--- src/hdl/arm_trigger_map.vh ---
// Constants for the arming and trigger-qualification block
`ifndef ARM_TRIGGER_MAP_VH
`define ARM_TRIGGER_MAP_VH
// Register indices
`define REG_SOURCE 4'h0
`define REG_SENSE 4'h1
`define REG_POLARITY 4'h2
`define REG_ARM_PERIOD 4'h3
`define REG_PULSE_PERIOD 4'h4
`define REG_PERIOD_SELECT 4'h5
`define REG_MANUAL 4'h6
`define REG_STATUS 4'h7
// Source codes
`define SRC_CONTINUOUS_RUN 3'h0
`define SRC_INTERNAL1 3'h1
`define SRC_INTERNAL_ARM_OSCILLATOR 3'h2
`define SRC_EXTERNAL_ARM_INPUT 3'h3
`define SRC_MANUAL 3'h4
// Sense and polarity codes
`define SENSE_EDGE 1'h0
`define SENSE_LEVEL 1'h1
`define POL_POSITIVE 2'h0
`define POL_NEGATIVE 2'h1
`define POL_EITHER 2'h2
// Period limits and default in picoseconds, clock period in picoseconds
`define CLOCK_PERIOD_PS 4000
`define ARM_PERIOD_MIN_PS 6060
`define ARM_PERIOD_DEFAULT_PS 10000000
// Cycle counts derived from the times above
`define ARM_PERIOD_MIN_CYC ((`ARM_PERIOD_MIN_PS + `CLOCK_PERIOD_PS - 1) / `CLOCK_PERIOD_PS)
`define ARM_PERIOD_DEFAULT_CYC (`ARM_PERIOD_DEFAULT_PS / `CLOCK_PERIOD_PS)
`endif

--- src/hdl/arm_oscillator.v ---
// Programmable-period square-wave arming oscillator
`timescale 1ns/10ps
module arm_oscillator #(
	parameter WIDTH = 38
) (
	input wire clock,
	input wire reset_n,
	input wire [WIDTH-1:0] halfPeriod,
	output reg oscOut
);
	reg [WIDTH-1:0] count;

	// Toggle every halfPeriod cycles; a new period applies at once to the half period in progress
	always @(posedge clock or negedge reset_n) begin
		if (!reset_n) begin
			count <= {WIDTH{1'b0}};
			oscOut <= 1'b0;
		end else if (count + {{(WIDTH-1){1'b0}}, 1'b1} >= halfPeriod) begin
			count <= {WIDTH{1'b0}};
			oscOut <= ~oscOut;
		end else begin
			count <= count + {{(WIDTH-1){1'b0}}, 1'b1};
		end
	end
endmodule // arm_oscillator

--- src/hdl/arm_trigger_control.v ---
// Arming source selection and trigger qualification
// One of five arming sources is picked, qualified by edge or by level and
// turned into start events for the pulse engine. Period words count clock
// cycles; the analog threshold of the external input sits in front of the pin.
// Reset leaves the block in continuous run with edge sense and positive polarity.
//
// Contract
// Internal oscillator period programmable, default 10us
// Pulse-period source follows pulse-period setting
// Edge mode triggers on selected crossing
// Level mode triggers while signal active
// Either polarity triggers on both edges
// Level polarity picks high or low phase
// Five sources: continuous_run, int1, int2, ext, manual
// Edge is triggered, level is gated
// Synchronise external and manual inputs first
//
// The placing of the registers and the address-and-strobe port were left to the implementer.
`timescale 1ns/10ps
`include "arm_trigger_map.vh"
module arm_trigger_control #(
	parameter PERIOD_WIDTH = 40,
	parameter [39:0] ARM_PERIOD_DEFAULT = `ARM_PERIOD_DEFAULT_CYC
) (
	input wire clock,
	input wire reset_n,
	input wire [3:0] address,
	input wire [31:0] writeData,
	input wire writeStrobe,
	input wire readStrobe,
	output reg [31:0] readData,
	input wire externalArmInput,
	input wire manualKey,
	output reg startEvent,
	output reg gatedMode,
	output reg oscillatorOut
);
	localparam [PERIOD_WIDTH-1:0] PERIOD_MIN = `ARM_PERIOD_MIN_CYC;

	// Settings written by software
	reg [2:0] armSourceSelect;
	reg armSenseSelect;
	reg [1:0] armPolaritySelect;
	reg [PERIOD_WIDTH-1:0] armOscillatorPeriod;
	reg [PERIOD_WIDTH-1:0] pulsePeriod;
	reg periodSelect;
	reg manualPulse;
	reg [31:0] next_readData;
	reg [PERIOD_WIDTH-1:0] clampedPeriod;
	wire [PERIOD_WIDTH-1:0] writePeriod;

	// Arming pipeline: oscillator, synchronised pins, selected signal
	wire oscSignal;
	wire [1:0] rawArm;
	wire [1:0] syncLevel;
	reg softTrigger;
	wire extLevel;
	wire manLevel;
	genvar k;
	reg armSignal;
	reg armPrev;
	reg next_start;

	// Period words are written in cycles; values below the minimum are raised to it
	// The upper bits stay zero, so the longest period is 2^32-1 cycles
	assign writePeriod = {{(PERIOD_WIDTH-32){1'b0}}, writeData};

	// Register writes; out-of-range source and polarity codes are dropped
	// rather than aliased, so a stray write cannot select a mode that does not exist
	always @(posedge clock or negedge reset_n) begin
		if (!reset_n) begin
			armSourceSelect <= `SRC_CONTINUOUS_RUN;
			armSenseSelect <= `SENSE_EDGE;
			armPolaritySelect <= `POL_POSITIVE;
			armOscillatorPeriod <= ARM_PERIOD_DEFAULT[PERIOD_WIDTH-1:0];
			pulsePeriod <= ARM_PERIOD_DEFAULT[PERIOD_WIDTH-1:0];
			periodSelect <= 1'b0;
			manualPulse <= 1'b0;
		end else begin
			manualPulse <= 1'b0;
			if (writeStrobe) begin
				case (address)
					`REG_SOURCE: begin
						if (writeData[2:0] <= `SRC_MANUAL)
							armSourceSelect <= writeData[2:0];
					end
					`REG_SENSE: armSenseSelect <= writeData[0];
					`REG_POLARITY: begin
						if (writeData[1:0] != 2'h3)
							armPolaritySelect <= writeData[1:0];
					end
					`REG_ARM_PERIOD: armOscillatorPeriod <= (writePeriod < PERIOD_MIN) ? PERIOD_MIN : writePeriod;
					`REG_PULSE_PERIOD: pulsePeriod <= (writePeriod < PERIOD_MIN) ? PERIOD_MIN : writePeriod;
					`REG_PERIOD_SELECT: periodSelect <= writeData[0];
					`REG_MANUAL: manualPulse <= writeData[0];
					default: ;
				endcase
			end
		end
	end

	// Oscillator period: pulse-period setting when it serves as pulse source
	// The switch applies at once to the half period in progress, so that half period may come out short or long
	always @* begin
		clampedPeriod = periodSelect ? pulsePeriod : armOscillatorPeriod;
	end

	// Half the period feeds the toggle counter; an odd period loses one cycle,
	// and at the minimum of two cycles the square wave toggles on every clock
	arm_oscillator #(
		.WIDTH(PERIOD_WIDTH-1)
	) oscillator (
		.clock(clock),
		.reset_n(reset_n),
		.halfPeriod(clampedPeriod[PERIOD_WIDTH-1:1]),
		.oscOut(oscSignal)
	);

	// Three-stage synchronisers, one per asynchronous arming pin; a change counts
	// only when stages two and three agree, so a glitch shorter than a cycle is dropped
	assign rawArm = {manualKey, externalArmInput};

	generate
		for (k = 0; k < 2; k = k + 1) begin : armSync
			reg [2:0] stage;
			reg settled;
			// Only the second stage reads the first; the first may go metastable
			always @(posedge clock or negedge reset_n) begin
				if (!reset_n) begin
					stage <= 3'h0;
					settled <= 1'b0;
				end else begin
					stage <= {stage[1:0], rawArm[k]};
					if (stage[1] == stage[2])
						settled <= stage[2];
				end
			end
			assign syncLevel[k] = settled;
		end
	endgenerate

	// Software trigger becomes one clock of manual level; it already belongs
	// to the clock domain, so it bypasses the synchroniser
	always @(posedge clock or negedge reset_n) begin
		if (!reset_n)
			softTrigger <= 1'b0;
		else
			softTrigger <= manualPulse;
	end

	// Source levels after the synchronisers
	assign extLevel = syncLevel[0];
	assign manLevel = syncLevel[1] | softTrigger;

	// Pick the arming signal for the selected source
	// Continuous sources hold it high; their start comes from the qualifier
	always @* begin
		case (armSourceSelect)
			`SRC_INTERNAL_ARM_OSCILLATOR: armSignal = oscSignal;
			`SRC_EXTERNAL_ARM_INPUT: armSignal = extLevel;
			`SRC_MANUAL: armSignal = manLevel;
			default: armSignal = 1'b1;
		endcase
	end

	// Qualify by edge or level and polarity. A change of source can look like an
	// edge for one cycle, as armPrev still holds the old source; let it settle first
	always @* begin
		next_start = 1'b0;
		if (armSourceSelect == `SRC_CONTINUOUS_RUN || armSourceSelect == `SRC_INTERNAL1) begin
			next_start = 1'b1;
		end else if (armSenseSelect == `SENSE_EDGE) begin
			case (armPolaritySelect)
				`POL_NEGATIVE: next_start = armPrev & ~armSignal;
				`POL_EITHER: next_start = armPrev ^ armSignal;
				default: next_start = ~armPrev & armSignal;
			endcase
		end else begin
			next_start = (armPolaritySelect == `POL_NEGATIVE) ? ~armSignal : armSignal;
		end
	end

	// Outputs registered; gated mode flag follows the sense setting
	// Registering costs a cycle of latency but keeps mux glitches off the outputs
	always @(posedge clock or negedge reset_n) begin
		if (!reset_n) begin
			armPrev <= 1'b0;
			startEvent <= 1'b0;
			gatedMode <= 1'b0;
			oscillatorOut <= 1'b0;
		end else begin
			armPrev <= armSignal;
			startEvent <= next_start;
			gatedMode <= (armSenseSelect == `SENSE_LEVEL);
			oscillatorOut <= oscSignal;
		end
	end

	// Read mux; unmapped addresses read zero
	// Status shows the live arming signals, so two reads may differ
	always @* begin
		next_readData = 32'h0;
		case (address)
			`REG_SOURCE: next_readData = {29'h0, armSourceSelect};
			`REG_SENSE: next_readData = {31'h0, armSenseSelect};
			`REG_POLARITY: next_readData = {30'h0, armPolaritySelect};
			`REG_ARM_PERIOD: next_readData = armOscillatorPeriod[31:0];
			`REG_PULSE_PERIOD: next_readData = pulsePeriod[31:0];
			`REG_PERIOD_SELECT: next_readData = {31'h0, periodSelect};
			`REG_STATUS: next_readData = {28'h0, manLevel, extLevel, oscSignal, armSignal};
			default: next_readData = 32'h0;
		endcase
	end

	// Read data stands only in the cycle after the strobe
	// and is zero otherwise, so a late sample shows a plain zero, never stale data
	always @(posedge clock or negedge reset_n) begin
		if (!reset_n)
			readData <= 32'h0;
		else if (readStrobe)
			readData <= next_readData;
		else
			readData <= 32'h0;
	end
endmodule // arm_trigger_control

--- config.mk ---
export PLATFORM = sky130hd
export DESIGN_NAME = arm_trigger_control
export DESIGN_NICKNAME = d
export VERILOG_FILES = /design/src/hdl/arm_oscillator.v /design/src/hdl/arm_trigger_control.v
export VERILOG_INCLUDE_DIRS = /design/src /design/src/hdl
export SDC_FILE = /design/constraint.sdc
export NUM_CORES = 1
export LEC_CHECK = 0
export BUFFER_PORTS_ARGS = -buffer_cell sky130_fd_sc_hd__buf_2
export CORE_MARGIN = 1.5
export CORE_UTILIZATION = 40
export CTS_BUF_LIST = sky130_fd_sc_hd__clkbuf_4 sky130_fd_sc_hd__clkbuf_8
export DETAILED_ROUTE_END_ITERATION = 10
export GPL_TIMING_DRIVEN = 1
export PLACE_DENSITY_LB_ADDON = 0.05
export SYNTH_ARGS = -nofsm -noshare
export SYNTH_HDL_FRONTEND = slang
export SYNTH_SLANG_ARGS = --single-unit
--- constraint.sdc ---
create_clock -name clock -period 6.24 [get_ports clock]
set_input_delay 0.624 -clock clock [delete_from_list [all_inputs] [get_ports clock]]
set_output_delay 0.624 -clock clock [all_outputs]
set_load 0.02 [all_outputs]
# Word level (Yosys, flattened, before mapping)
# Index checks and enable logic that the tools add are counted.
op_classes:
  bitwise_logic: 7
  order_cmp: 3
  eq_ne: 16
  n_mux: 12
  n_addsub: 1
  reduce_logical: 9
op_table:
  columns: ["cell", "count"]
  rows:
  - ["$pmux 32 s7", 1]
  - ["$mux 32", 2]
  - ["$mux 40", 1]
  - ["$add 39x1->39 const B", 1]
  - ["$ge 39x39->1", 1]
  - ["$mux 39", 1]
  - ["$lt 32x2->1 const B", 1]
  - ["$eq 4x3->1 const B", 4]
  - ["$eq 4x2->1 const B", 2]
  - ["$reduce_and 2->1", 4]
  - ["$eq 3x2->1 const B", 2]
  - ["$reduce_and 3->1", 2]
  - ["$mux 1", 5]
  - ["$eq 4x1->1 const B", 1]
  - ["$logic_not 4->1", 1]
  - ["$eq 3x1->1 const B", 1]
  - ["$eq 3x3->1 const B", 1]
  - ["$le 3x3->1 const B", 1]
  - ["$logic_not 3->1", 1]
  - ["$not 1->1", 3]
  - ["$pmux 1 s3", 1]
  - ["$and 1x1->1", 2]
  - ["$eq 1x1->1", 2]
  - ["$eq 2x1->1 const B", 1]
  - ["other kinds (6)", 6]
word_totals:
  input_bits: 42
  output_inout_bits: 35
  word_cells: 67
  register_bits: 173

# Depth between registers and ports, before layout
# Gate-level depths: netlist (run 1).
logic_depth:
  word_depth: 7
  mapped_depth: 14
  depth_no_buf: 13

# By module
# A second synthesis (run 1) with hierarchy kept.
hier_totals:
  hier_cells: 722
  hier_area_um2: 8160.3
modules_own_cells:
  columns: ["module", "seq_area_each_um2", "instances", "area_per_inst_um2", "cells_each"]
  rows:
  - ["arm_trigger_control", 2940.3, 1, 5107.4, 392]
  - ["arm_oscillator", 1001.0, 1, 3052.9, 330]

# Least setup slack after synthesis (run 1)
# OpenSTA, ideal clock, no wires.
synth_timing:
  path_kind: "register -> register"
  start: "reg oscillator.count[0]"
  end: "reg oscillator.oscOut"
  slack_ns: 3.139
  arrival_ns: 2.977
  n_path_buf: 1
  required_ns: 6.116
  stages_incl_launch_ff: 15
  setup_time_ns: 0.124
  path_cell_list: "dfrtp_1 > ha_1 > nand3_1 > nor3_1 > and2_1 > and4_1 > xor2_1 > ha_1 > a211oi_1 > o21ai_0 > a221o_1 > a21oi_1 > nand4_2 > buf_6 > xor2_2"
synth_between:
  elab_chain_len: 2
synth_lines:
  columns: ["item", "line", "text"]
  rows:
  - ["start, declared", "arm_oscillator.v:11", "reg [WIDTH-1:0] count;"]
  - ["start signal, assigned", "arm_oscillator.v:16", "count <= {WIDTH{1'b0}};"]
  - ["start signal, assigned", "arm_oscillator.v:19", "count <= {WIDTH{1'b0}};"]
  - ["start signal, assigned", "arm_oscillator.v:22", "count <= count + {{(WIDTH-1){1'b0}}, 1'b1};"]
  - ["$add 39x1->39", "arm_oscillator.v:18", "end else if (count + {{(WIDTH-1){1'b0}}, 1'b1} >= halfPeriod) begin"]
  - ["$ge 39x39->1", "arm_oscillator.v:18", null]
  - ["end signal, assigned", "arm_oscillator.v:20", "oscOut <= ~oscOut;"]
  - ["end, declared", "arm_oscillator.v:9", "output reg oscOut"]
# No other way between the ends.
# A chain may end at the register's enable or synchronous reset.

# Worst setup path in the final report (run 1)
layout_timing:
  start: "reg oscillator.count[0]"
  end: "reg oscillator.count[23]"
layout_between:
  elab_chain_len: 3
layout_lines:
  columns: ["item", "line"]
  rows:
  - ["$add 39x1->39 (*)", "arm_oscillator.v:18, arm_oscillator.v:22"]
  - ["$ge 39x39->1", "arm_oscillator.v:18"]
  - ["$mux 39 (*)", "arm_oscillator.v:18"]
# Every way passes the cells marked *; elsewhere a longest branch is shown, timed or not.

==> reports/results.tsv, run 1 <==
stage	metric	value	unit
placement	Placed Instances	952	
routing	Routed met3 length	643	um
synth	post-synthesis sequential area ratio	51.6	%
power_and_ir_drop	P_leak	4.06	nW
placement	area post-placement	8290	um^2
routing	Detailed Routing Iterations Pass 1	4	
floorplanning	I/O Pins	77	
floorplanning	Row Count	50	
synth	top-area cell type share of the netlist area	48.2	%
flow_run	Max Cap Viol	0	
global_routing	first-pass GRT wire length	29.6	mm
routing	Metal-1 WL	8.54	mm
routing	DR vias	5263	
cts	CTS sink count	157	
floorplanning	die area	19900	um^2
run_status	status	completed	
synth	register bit count reported by yosys	157	
worst_hold_path	Hold Path Class	primary input to asynchronous set/reset pin	
sta	Final Critical Period	4.08	ns
floorplanning	initial core utilization	40.8	%
global_routing	overall global routing resource usage	19.4	%
synth	Synth area leader	dfrtp_1	
synth	EDFF count, synth	0	
synth	most frequent cell after synthesis	dfrtp_1	
synth	Synth Flop Type	dfrtp_1	
placement	Post-DP HPWL	12.7	mm
routing	Vias/cell	5.34	
sta	Finish-stage setup viols	0	
layout	fin cells	985	
layout	Core Util, Final	46.7	%
critical_path	crit path kind	register to register	
cts	post-cts sizing count	0	
routing	drt drc	0	
sta	final hold vios	0	
routing	DR WL/cell	18.3	um
cts	Post-CTS Setup Inserts	0	
cts	deepest clock path buffer count	2	
global_routing	vias in the first global route	5447	
placement	RePlAce Congestion	0.815	
routing	met2 routed WL	8.58	mm
routing	antenna-violating nets left	0	
global_routing	initial antenna violation count	1	
floorplanning	height of the die	141	um
sta	max-slew violations	0	
floorplanning	Core Footprint	18700	um^2
sta	Slew @ Worst Pin	1.00	ns
synth	synthesized cell area	7640	um^2
synth	average instance area after synthesis	11.7	um^2
cts	total clock buffers created by CTS	17	
routing	Post-Route WL	18.0	mm
sta	fmax	0.245	GHz
power_and_ir_drop	Peak VDD IR	0.133	mV
placement	Port Buf Inserts	76	
sta	minimum hold slack	0.0727	ns
critical_path	crit path max fanout	19	
cts	CTS tree	built	
sta	slew margin rel.	33.0	%
critical_path	crit path launch type	register	
critical_path	WP data required	6.62	ns
global_routing	largest net degree at the start of global routing	64	
cts	Clock Latency Late Sink	0.46	ns
synth	top cells by count, synth	147 x dfrtp_1, 64 x mux2_2, 63 x nor2_1	
synth	Post-Syn Instances	653	
cts	H-tree levels	4	
layout	Area Overhead vs Synth	14.4	%
power_and_ir_drop	cell area power density	289	nW/um^2
sta	Final period util	65.4	%
layout	final instance area	8730	um^2
sta	setup repair after global routing missed its margin	false	
sta	Clock Skews	0.0140	ns
sta	setup TNS	0	ns
synth	Async S/R FF share, synth	100	%
synth	Unique masters post-synth	56	
layout	layout cells sized above 1	30.1	%
cts	clock root buffer master	clkbuf_8	
routing	DRT iter0 DRCs	339	
critical_path	Critical Path AT	4.46	ns
synth	Synth area leaders	dfrtp_1 48%, mux2_2 9.4%, ha_1 5.9%	
critical_path	element type at the critical path end	register	
cts	Worst-path clk slew	0.09	ns
floorplanning	Die X	141	um
layout	# nets final	815	
global_routing	total grt overflow	0	
synth	Synth warnings	0	
cts	cts hold-fix bufs	0	
routing	DR top layer	met4	
## cell families (layout without fill, tap and decap cells)
family | after synthesis | count (layout) | synth area share [%]
flip-flops | 157 | 157 | 51.6
AO/OA/AOI/OAI | 80 | 80 | 7.13
multiplexers | 95 | 95 | 13.5
adder cells (fa/ha/maj) | 38 | 38 | 6.16
XOR/XNOR | 35 | 35 | 4.11
buffers and inverters | 34 | 124 | 1.97
other | 1 | 9 | 0.0491
AND/OR/NAND/NOR | 213 | 213 | 15.5
## sequential cells by signal (all words and copies together), names as in the netlist, 2 cells and up
register,flops
armSourceSelect,3
armOscillatorPeriod,32
armSync.stage,6
oscillator.count,39
armPolaritySelect,2
pulsePeriod,32
readData,32
armSync.settled,2
## through the flow
stage	power (mW)	setup slack, ns
2_1_floorplan	1.55	3.14
3_3_place_gp	1.70	2.28
3_5_place_dp	1.72	2.22
4_1_cts	2.56	2.20
5_1_grt	2.68	1.90
6_report	2.52	2.16
## final timing paths
| kind | startpoint | end | slack, ns | cells past startpoint |
|---|---|---|---|---|
| setup / recovery | oscillator.count[0]$_DFF_PN0_ | oscillator.count[23]$_DFF_PN0_ | 2.16 | 14 |
| hold / removal | reset_n | oscillator.count[28]$_DFF_PN0_ | 0.07 | 1 |
| setup reg to reg | oscillator.count[0]$_DFF_PN0_ | oscillator.count[23]$_DFF_PN0_ | 2.16 | 14 |
| hold reg to reg | armSync[1].stage[0]$_DFF_PN0_ | armSync[1].stage[1]$_DFF_PN0_ | 0.35 | 0 |
| max in group asynchronous | reset_n | periodSelect$_DFFE_PN0P_ | 4.97 | 2 |
| min in group clock | manualKey | armSync[1].stage[0]$_DFF_PN0_ | 0.27 | 1 |
## critical path, cell delays in order (launching register included)
cell	delay [ns]
dfrtp_1	0.44
ha_1	0.21
nand3_1	0.22
nor3_1	0.39
and2_1	0.22
and4_1	0.21
xor2_1	0.22
ha_1	0.28
a211oi_1	0.19
o21ai_0	0.11
a221o_1	0.30
a21oi_1	0.23
nand4_2	0.42
buf_4	0.40
nor2b_1	0.14
## cells in the final DEF (no fill, tap or decap), types with 3 or more instances in the layout
master     netlist  layout
xor2_1          13      13
nor2b_1         17      17
nor4_1           8       8
mux2_2          64      64
a211oi_1         6       6
bufinv_16        0       3
and3_1           4       4
dfstp_2         10      10
nand2b_1         3       3
and4_1           4       4
ha_1            36      36
a22oi_1         29      29
conb_1           1       8
inv_1            8       8
dfrtp_1        147     146
xnor2_1         21      21
inv_6            0       6
nor3_1           8       6
and3_2           3       3
and2_2           4       4
a21o_1           3       3
nand2_1         32      32
nand4_1         15      15
clkbuf_8         0      17
a21oi_1         11      11
nor2_1          63      63
buf_4            0       8
buf_2            0      75
nand3_1         20      20
o21ai_0         17      17
mux2i_1         31      31
nor2b_2         13      13
## power breakdown
part	internal [mW]	switching (mW)
registers	1.15	0.123
clock network	0.412	0.421
logic	0.208	0.209
total	1.77	0.752
## layer usage
metal	track usage, %	vias up
met5	0	-
met4	5.70	0
met3	4.28	17
met2	31.3	100
met1	26.1	2637
li1	-	2509
## final cells by class
type	count	area [um^2]
clock inverter	15	203
antenna	1	2.50
fill	1771	9970
multi-input combinational	469	3580
sequential	157	3940
tap	234	293
timing repair buffer	84	447
inverter	8	30.0
clock buffer	17	234
(Power assumes the default switching activity.)
==> run 2: changes to the inputs <==
--- a/config.mk
+++ b/config.mk
@@ -6,6 +6,7 @@
 export SDC_FILE = /design/constraint.sdc
 export NUM_CORES = 1
 export LEC_CHECK = 0
+export ABC_AREA = 1
 export BUFFER_PORTS_ARGS = -buffer_cell sky130_fd_sc_hd__buf_2
 export CORE_MARGIN = 1.5
 export CORE_UTILIZATION = 40
==> constraint.sdc (replaced) <==
create_clock -name clock -period 4.1 [get_ports clock]
set_input_delay 0.41 -clock clock [delete_from_list [all_inputs] [get_ports clock]]
set_output_delay 0.41 -clock clock [all_outputs]
set_load 0.02 [all_outputs]
==> run 2 against run 1 <==
Final cell count is 44% higher. Critical path depth grew 8. Setup slack worse by 1.6 ns. Clock power grew 51%. Worst hold slack lost 0.055 ns. Non-clock buffer count grew 2. Fmax increased by 16%. Sequential share of layout area decreased by 3.3 points. Die area is 8.2% higher. Wire length increased by 20%. Largest cell class unchanged. Largest power group unchanged.
==> reports/results.tsv, run 2 <==
stage	metric	value	unit	change
layout	antenna diode count	0		-1
cts	H-tree levels	4		unchanged
floorplanning	I/O Pins	77		unchanged
synth	Synth Area in Simple Gates	24.8	%	+9.4 points
synth	register bit count reported by yosys	157		unchanged
run_status	status	completed		
layout	# nets final	1218		+49%
sta	minimum hold slack	0.0180	ns	-0.0547 ns
sta	setup TNS	0	ns	unchanged
placement	Post-DP HPWL	16.0	mm	+26%
synth	Synth area leader	dfrtp_1		
power_and_ir_drop	Int Power	2.58	mW	+45%
global_routing	initial antenna violation count	0		-1
synth	Unique masters post-synth	36		-36%
cts	post-cts sizing count	0		unchanged
sta	slew margin rel.	38.5	%	+5.4 points
power_and_ir_drop	part of the power in registers	48.7	%	-1.8 points
placement	worst slack, placed	0.549	ns	-1.68 ns
synth	top cells by count, synth	306 x nand2_1, 147 x dfrtp_1, 144 x inv_1		
power_and_ir_drop	Sw Share	32.9	%	+3.1 points
global_routing	vias in the first global route	6657		+22%
layout	most frequent cells in the layout	306 x nand2_1, 146 x dfrtp_1, 144 x inv_1, 107 x nor2_1, 102 x o21ai_0		
cts	cts hold-fix bufs	0		unchanged
floorplanning	die area	21600	um^2	+8.2%
global_routing	largest net degree at the start of global routing	95		+48%
routing	Post-Route WL	21.6	mm	+20%
cts	total clock buffers created by CTS	17		unchanged
sta	max-slew violations	0		unchanged
critical_path	element type at the critical path end	register		
floorplanning	initial core utilization	40.9	%	+0.081 points
worst_hold_path	Hold Path Class	primary input to asynchronous set/reset pin		
sta	fmax	0.284	GHz	+16%
synth	Post-Syn Instances	1059		+62%
sta	Clock Skews	0.0205	ns	+0.00657 ns
floorplanning	height of the die	147	um	+4.0%
placement	RePlAce Congestion	0.835		+2.5%
sta	Slew @ Worst Pin	0.923	ns	-0.0812 ns
critical_path	Critical Path AT	3.88	ns	-0.58 ns
sta	final hold vios	0		unchanged
routing	drt drc	0		unchanged
critical_path	crit path launch type	register		
placement	area post-placement	9000	um^2	+8.5%
synth	post-synthesis sequential area ratio	47.6	%	-4.0 points
layout	commonest non-fill, non-tap cell in the layout	nand2_1		
cts	Worst-path clk slew	0.09	ns	about the same
synth	Synth Area in Adders	5.68	%	-0.48 points
sta	Final period util	85.9	%	+21 points
layout	Reg with most FFs	oscillator.count		
routing	Vias/cell	4.76		-11%
layout	layout cells sized above 1	13.1	%	-17 points
floorplanning	Row Count	52		+4.0%
placement	Placed Instances	1391		+46%
placement	Port Buf Inserts	76		unchanged
floorplanning	Die X	147	um	+4.0%
layout	Area Overhead vs Synth	13.8	%	
routing	DR WL/cell	15.2	um	-17%
synth	Synth Flop Type	dfrtp_1		
power_and_ir_drop	clock network power share	32.9	%	about the same
synth	synthesized cell area	8280	um^2	+8.4%
synth	Async S/R FF share, synth	100	%	unchanged
routing	Detailed Routing Iterations Pass 1	5		+1
synth	XOR/XNOR Fraction of Synth Area	3.07	%	-1.0 points
sta	setup repair after global routing missed its margin	false		
flow_run	Max Cap Viol	0		unchanged
power_and_ir_drop	cell area power density	408	nW/um^2	+41%
critical_path	WP data required	4.45	ns	-2.17 ns
synth	EDFF count, synth	0		unchanged
sta	Final Worst Setup Slack	0.577	ns	-1.58 ns
global_routing	total grt overflow	0		unchanged
cts	CTS sink count	157		unchanged
critical_path	crit path kind	register to register		
synth	Synth warnings	0		unchanged
layout	final instance area	9420	um^2	+7.9%
global_routing	overall global routing resource usage	21.0	%	+1.6 points
floorplanning	Core Footprint	20200	um^2	+8.2%
critical_path	crit path max fanout	17		-2
cts	deepest clock path buffer count	2		unchanged
layout	fin cells	1423		+44%
routing	antenna-violating nets left	0		unchanged
power_and_ir_drop	Peak VDD IR	0.239	mV	+80%
synth	Synth area leaders	dfrtp_1 44%, nand2_1 14%, inv_1 6.5%		
layout	Core Util, Final	46.5	%	-0.14 points
sta	Final Critical Period	3.52	ns	-0.557 ns
sta	Finish-stage setup viols	0		unchanged
synth	average instance area after synthesis	7.82	um^2	-33%
synth	Synth Area in Compound Gates	10.2	%	+3.1 points
synth	main combinational cell family by area after synthesis	simple AND/OR/NAND/NOR gates		
power_and_ir_drop	Pwr Total	3.84	mW	+52%
cts	Clock Latency Late Sink	0.47	ns	about the same
power_and_ir_drop	Combinational Power Share	18.4	%	+1.9 points
cts	CTS tree	built		
routing	DR vias	6780		+29%
synth	top-area cell type share of the netlist area	44.4	%	-3.7 points
synth	mux share of post-synthesis cell area	0.363	%	-13 points
layout	Largest register FFs	39		unchanged
cts	Post-CTS Setup Inserts	0		unchanged
power_and_ir_drop	Switching Power	1.26	mW	+68%
routing	DRT iter0 DRCs	388		+14%
synth	most frequent cell after synthesis	nand2_1		
global_routing	first-pass GRT wire length	35.2	mm	+19%
power_and_ir_drop	P_leak	4.62	nW	+14%
cts	clock root buffer master	clkbuf_8		
-- run 2: cell types whose count changed after synthesis, sizes merged, moves of 14 or more --
cell   before  now
nand2      32  308
a21oi      11   42
o21ai      17  102
mux2       64    0
a22oi      29    0
inv         8  144
nor2       63  124
mux2i      31    3
xnor2      21    7
nor2b      30    0
-- run 2: power by group through the flow --
stage,sequential [mW],clock [mW],combinational [mW]
after global placement,1.90,0,0.708
after CTS,1.87,1.29,0.718
final,1.87,1.26,0.705
after global routing,1.90,1.36,0.823
after detailed placement,1.90,0,0.715
after floorplan,1.88,0,0.459
-- run 2: cell type report --
cell class,count,area [um^2]
clock buffer,18,248
clock inverter,14,173
fill,2077,10800
inverter,144,541
multi-input combinational,734,3690
sequential,157,3940
tap,270,338
timing repair buffer,86,487
-- run 2: logic make-up (layout without fill, tap and decap cells) --
logic type	after synthesis	after routing
buffers and inverters	175	262
multiplexers	3	3
adder cells (fa/ha/maj)	38	38
AND/OR/NAND/NOR	496	496
XOR/XNOR	29	29
AO/OA/AOI/OAI	160	160
flip-flops	157	157
other	1	8
-- run 2: metal layers --
metal  global-route usage [%]  vias to the layer above  routed length, um
li1                         -                     3486                  -
met1                     30.0                     3142              10800
met2                     33.0                      124               9760
met3                     3.76                       28                687
met4                     5.40                        0                363
met5                        0                        -                  0
-- run 2: critical path, cell delays in order, from the launching register on --
cell and delay (ns):
dfrtp_1 0.41, ha_1 0.23, nand3_1 0.16, nor2_2 0.24, nand3_1 0.15, nor2_1 0.28
nand2_1 0.14, nor2_1 0.13, xor2_1 0.21, ha_1 0.27, nand2_1 0.12, inv_1 0.07
nand2_1 0.06, nor2_1 0.04, nand2_1 0.06, nor2_1 0.04, nor2_1 0.08, nand3_1 0.08
nor3_1 0.16, nand4_2 0.11, buf_4 0.23, nand2_1 0.08, nand2_1 0.04
-- run 2: final timing paths --
path                            cells after the start                           from                                  to  slack (ns)
worst max-delay path                               22  oscillator.count[0]$_DFF_PN0_       oscillator.oscOut$_DFFE_PN0P_        0.58
worst max register to register                     22  oscillator.count[0]$_DFF_PN0_       oscillator.oscOut$_DFFE_PN0P_        0.58
worst min-delay path                                1                        reset_n      oscillator.count[13]$_DFF_PN0_        0.02
worst min register to register                      0  armSync[0].stage[0]$_DFF_PN0_       armSync[0].stage[1]$_DFF_PN0_        0.35
max in group asynchronous                           2                        reset_n  armOscillatorPeriod[2]$_DFFE_PN1P_        3.20
min in group clock                                  1                      manualKey       armSync[1].stage[0]$_DFF_PN0_        0.04
==> run 3: changes to the inputs <==
--- a/config.mk
+++ b/config.mk
@@ -16,4 +16,5 @@
 export PLACE_DENSITY_LB_ADDON = 0.05
 export SYNTH_ARGS = -nofsm -noshare
 export SYNTH_HDL_FRONTEND = slang
+export SYNTH_HIERARCHICAL = 1
 export SYNTH_SLANG_ARGS = --single-unit
==> run 3 against run 2 <==
The run now ends with hold timing left. Critical path type unchanged. Wire length is 2.8% higher. Clock power is 3% lower. Largest power group unchanged. Clock skew is 0.0022 ns higher. Sequential power about the same. Register-to-register slack barely moved. Worst hold slack worse by 0.019 ns. Die area rose by 6.4%. Final area is 4.6% higher.
==> reports/results.tsv, run 3 <==
stage	metric	value	unit	change
layout	antenna diode count	0		unchanged
cts	Worst-path clk slew	0.09	ns	about the same
flow_run	Max Cap Viol	0		unchanged
synth	main combinational cell family by area after synthesis	simple AND/OR/NAND/NOR gates		
critical_path	r2r endpoint	oscillator/count[21]$_DFF_PN0_		
cts	total clock buffers created by CTS	17		unchanged
power_and_ir_drop	cell area power density	401	nW/um^2	-1.6%
sta	Clock Skews	0.0227	ns	+0.00219 ns
global_routing	largest net degree at the start of global routing	89		-6.3%
global_routing	GR Util met3	4.04	%	+0.28 points
sta	Slew @ Worst Pin	1.12	ns	+0.192 ns
placement	Placed Instances	1488		+7.0%
sta	fmax	0.284	GHz	+0.16%
floorplanning	Row Count	54		+3.8%
synth	synthesized cell area	8820	um^2	+6.6%
global_routing	GRT met1 Usage	27.5	%	-2.4 points
cts	deepest clock path buffer count	2		unchanged
layout	Reg area	3940	um^2	about the same
global_routing	global route hottest layer	met2		
layout	fin cells	1519		+6.7%
power_and_ir_drop	Pwr Total	3.95	mW	+2.9%
synth	Synth Flop Type	dfrtp_1		
placement	worst slack, placed	0.630	ns	+0.0810 ns
floorplanning	initial core utilization	40.5	%	-0.36 points
routing	antenna-violating nets left	0		unchanged
synth	most frequent cell after synthesis	nand2_1		
synth	Synth area leaders	dfrtp_1 42%, nand2_1 16%, inv_1 6.9%		
routing	DRT iter0 DRCs	390		+0.52%
critical_path	crit path max fanout	28		+11
layout	Largest register FFs	39		unchanged
sta	Final Worst Setup Slack	0.583	ns	+0.00561 ns
layout	# nets final	1312		+7.7%
sta	final hold vios	2		+2
floorplanning	Core Footprint	21800	um^2	+7.5%
layout	final instance area	9850	um^2	+4.6%
synth	average instance area after synthesis	7.67	um^2	-1.9%
critical_path	reg2reg start	oscillator/count[0]$_DFF_PN0_		
layout	Core Util, Final	45.3	%	-1.3 points
floorplanning	I/O Pins	77		unchanged
cts	clock root buffer master	clkbuf_8		
cts	CTS tree	built		
critical_path	crit path cell chain	ha_1 > nand2_1 > inv_2 > nand2_2 > nor2_4 > nand3b_4 > nor2_4 > nand2_1 > xor2_1 > inv_1 > ha_1 > nand2_1 > nor2_1 > inv_1 > nor2_1 > nand2_1 > nor2_1 > nor2_1 > nand3_1 > buf_4 > nor2_1		
sta	Finish-stage setup viols	0		unchanged
cts	Clock Latency Late Sink	0.47	ns	about the same
synth	Synth warnings	6		+6
critical_path	crit path kind	register to register		
global_routing	overall global routing resource usage	20.7	%	-0.36 points
sta	setup repair after global routing missed its margin	false		
power_and_ir_drop	Int Power	2.67	mW	+3.6%
power_and_ir_drop	P_leak	5.32	nW	+15%
critical_path	R2R depth	21		-4.5%
routing	DR WL/cell	14.6	um	-3.7%
cts	H-tree levels	4		unchanged
cts	post-cts sizing count	0		unchanged
power_and_ir_drop	Peak VDD IR	0.271	mV	+13%
routing	Detailed Routing Iterations Pass 1	5		unchanged
sta	minimum hold slack	-0.000911	ns	-0.0189 ns
critical_path	Critical Path AT	3.85	ns	-0.03 ns
critical_path	element type at the critical path end	register		
placement	area post-placement	9440	um^2	+4.9%
power_and_ir_drop	clock network power share	30.9	%	-2.0 points
synth	Synth Area in Adders	6.33	%	+0.64 points
cts	CTS sink count	157		unchanged
synth	register bit count reported by yosys	157		unchanged
critical_path	worst setup path endpoint	oscillator/count[21]$_DFF_PN0_		
placement	RePlAce Congestion	0.907		+8.6%
routing	Vias/cell	4.72		-0.97%
synth	Post-Syn Instances	1150		+8.6%
critical_path	Worst Setup SP	oscillator/count[0]$_DFF_PN0_		
floorplanning	Die X	152	um	+3.2%
layout	layout cells sized above 1	14.1	%	+1.0 points
floorplanning	height of the die	152	um	+3.2%
critical_path	crit path launch type	register		
layout	commonest non-fill, non-tap cell in the layout	nand2_1		
routing	DR vias	7167		+5.7%
placement	Port Buf Inserts	76		unchanged
sta	setup TNS	0	ns	unchanged
critical_path	WP data required	4.44	ns	about the same
critical_path	Critical Path Max Stage Delay	0.45	ns	+0.04 ns
sta	Final period util	85.8	%	-0.14 points
routing	Post-Route WL	22.2	mm	+2.8%
global_routing	first-pass GRT wire length	36.0	mm	+2.3%
synth	top cells by count, synth	379 x nand2_1, 162 x inv_1, 147 x dfrtp_1		
layout	Area Overhead vs Synth	11.6	%	
worst_hold_path	Hold Path Class	primary input to asynchronous set/reset pin		
layout	Layout fillers	2308		+11%
synth	EDFF count, synth	0		unchanged
synth	Synth Area in Simple Gates	28.1	%	+3.3 points
power_and_ir_drop	Combinational Power Share	21.1	%	+2.7 points
global_routing	total grt overflow	0		unchanged
global_routing	initial antenna violation count	1		+1
cts	cts hold-fix bufs	0		unchanged
synth	post-synthesis sequential area ratio	44.7	%	-2.9 points
routing	drt drc	0		unchanged
synth	mux share of post-synthesis cell area	0	%	-0.36 points
global_routing	met2 global-route usage	34.5	%	+1.5 points
synth	Unique masters post-synth	44		+22%
sta	slew margin rel.	25.5	%	-13 points
layout	footprint of the multi-input gates	4060	um^2	+9.9%
critical_path	most used cell, CP	nor2_1		
sta	Final Critical Period	3.52	ns	-0.00561 ns
run_status	status	complete, but fails checks		
sta	max-slew violations	0		unchanged
synth	Async S/R FF share, synth	100	%	unchanged
floorplanning	die area	23000	um^2	+6.4%
global_routing	vias in the first global route	7059		+6.0%
run_status	failing checks	hold timing		
critical_path	crit path max-delay cell type	dfrtp_1		
synth	Synth area leader	dfrtp_1		
power_and_ir_drop	part of the power in registers	48.0	%	-0.7 points
placement	Post-DP HPWL	16.0	mm	about the same
power_and_ir_drop	Sw Share	32.5	%	-0.45 points
synth	XOR/XNOR Fraction of Synth Area	2.77	%	-0.30 points
power_and_ir_drop	Switching Power	1.28	mW	+1.5%
layout	most frequent cells in the layout	379 x nand2_1, 162 x inv_1, 147 x dfrtp_1, 120 x nor2_1, 75 x buf_2		
cts	Post-CTS Setup Inserts	0		unchanged
synth	Synth Area in Compound Gates	8.37	%	-1.8 points
layout	Reg with most FFs	oscillator/count		
synth	top-area cell type share of the netlist area	41.7	%	-2.7 points
critical_path	FF-to-FF setup slack	0.58	ns	about the same
-- run 3: cell types whose count changed after synthesis, moves of 7 or more --
cell,delta
clkbuf_1,-18
nor2_1,+13
o21ai_0,-75
inv_2,+7
nor2_2,-8
inv_1,+18
o21ai_2,+18
ha_1,+7
o21ai_1,+32
buf_2,+7
a21oi_1,+7
nand2_1,+73
-- run 3: worst min-delay path by stage --
| stage | from | end | slack [ns] | cells past startpoint |
|---|---|---|---|---|
| after CTS | reset_n | readData[13]$_DFF_PN0_ | 0.02 | 1 |
| after floorplan | reset_n | armOscillatorPeriod[0]$_DFFE_PN0P_ | 0.11 | 0 |
| final | reset_n | pulsePeriod[13]$_DFFE_PN0P_ | -0.0009 | 1 |
| after global placement | armSync[0].stage[0]$_DFF_PN0_ | armSync[0].stage[1]$_DFF_PN0_ | 0.34 | 0 |
| after detailed placement | armSync[0].stage[0]$_DFF_PN0_ | armSync[0].stage[1]$_DFF_PN0_ | 0.34 | 0 |
| after global routing | externalArmInput | armSync[0].stage[0]$_DFF_PN0_ | 0.007 | 1 |
-- run 3: layout make-up --
cell class,count,share of cell area (%)
repair buffers,82,4.51
multi-input cells,797,41.2
flip-flops and latches,157,40.0
clock inverters,8,1.08
clock buffers,23,3.09
inverters,172,6.56
well taps,280,3.56
-- run 3: cells by family (layout without fill, tap and decap cells) --
kind of cell / after synthesis / in the layout
adders and majority gates: 45 / 45
and+or+nand+nor: 586 / 586
buffers and inverters: 203 / 285
xor gates and xnor gates: 27 / 27
DFF: 157 / 157
AOI/OAI and AO/OA: 131 / 131
other: 1 / 8
-- run 3: power by group through the flow --
stage | combinational (mW) | clock (mW) | sequential [mW]
6_report | 0.835 | 1.22 | 1.90
5_1_grt | 0.982 | 1.32 | 1.92
4_1_cts | 0.854 | 1.28 | 1.90
3_5_place_dp | 0.849 | 0 | 1.92
3_3_place_gp | 0.843 | 0 | 1.92
2_1_floorplan | 0.588 | 0 | 1.91
-- run 3: routing by layer --
layer / up-vias / wire length, um
met5: - / 0
met4: 0 / 250
met3: 20 / 701
met2: 120 / 10400
met1: 3330 / 10800
li1: 3697 / -
-- run 3: worst max-delay path, delay by kind of cell, from the launching register on --
family / cells / cell delay, ns
fa+ha+maj: 2 / 0.59
xor+xnor: 1 / 0.24
simple gates: 14 / 1.51
flops: 1 / 0.45
buf+inv: 4 / 0.58
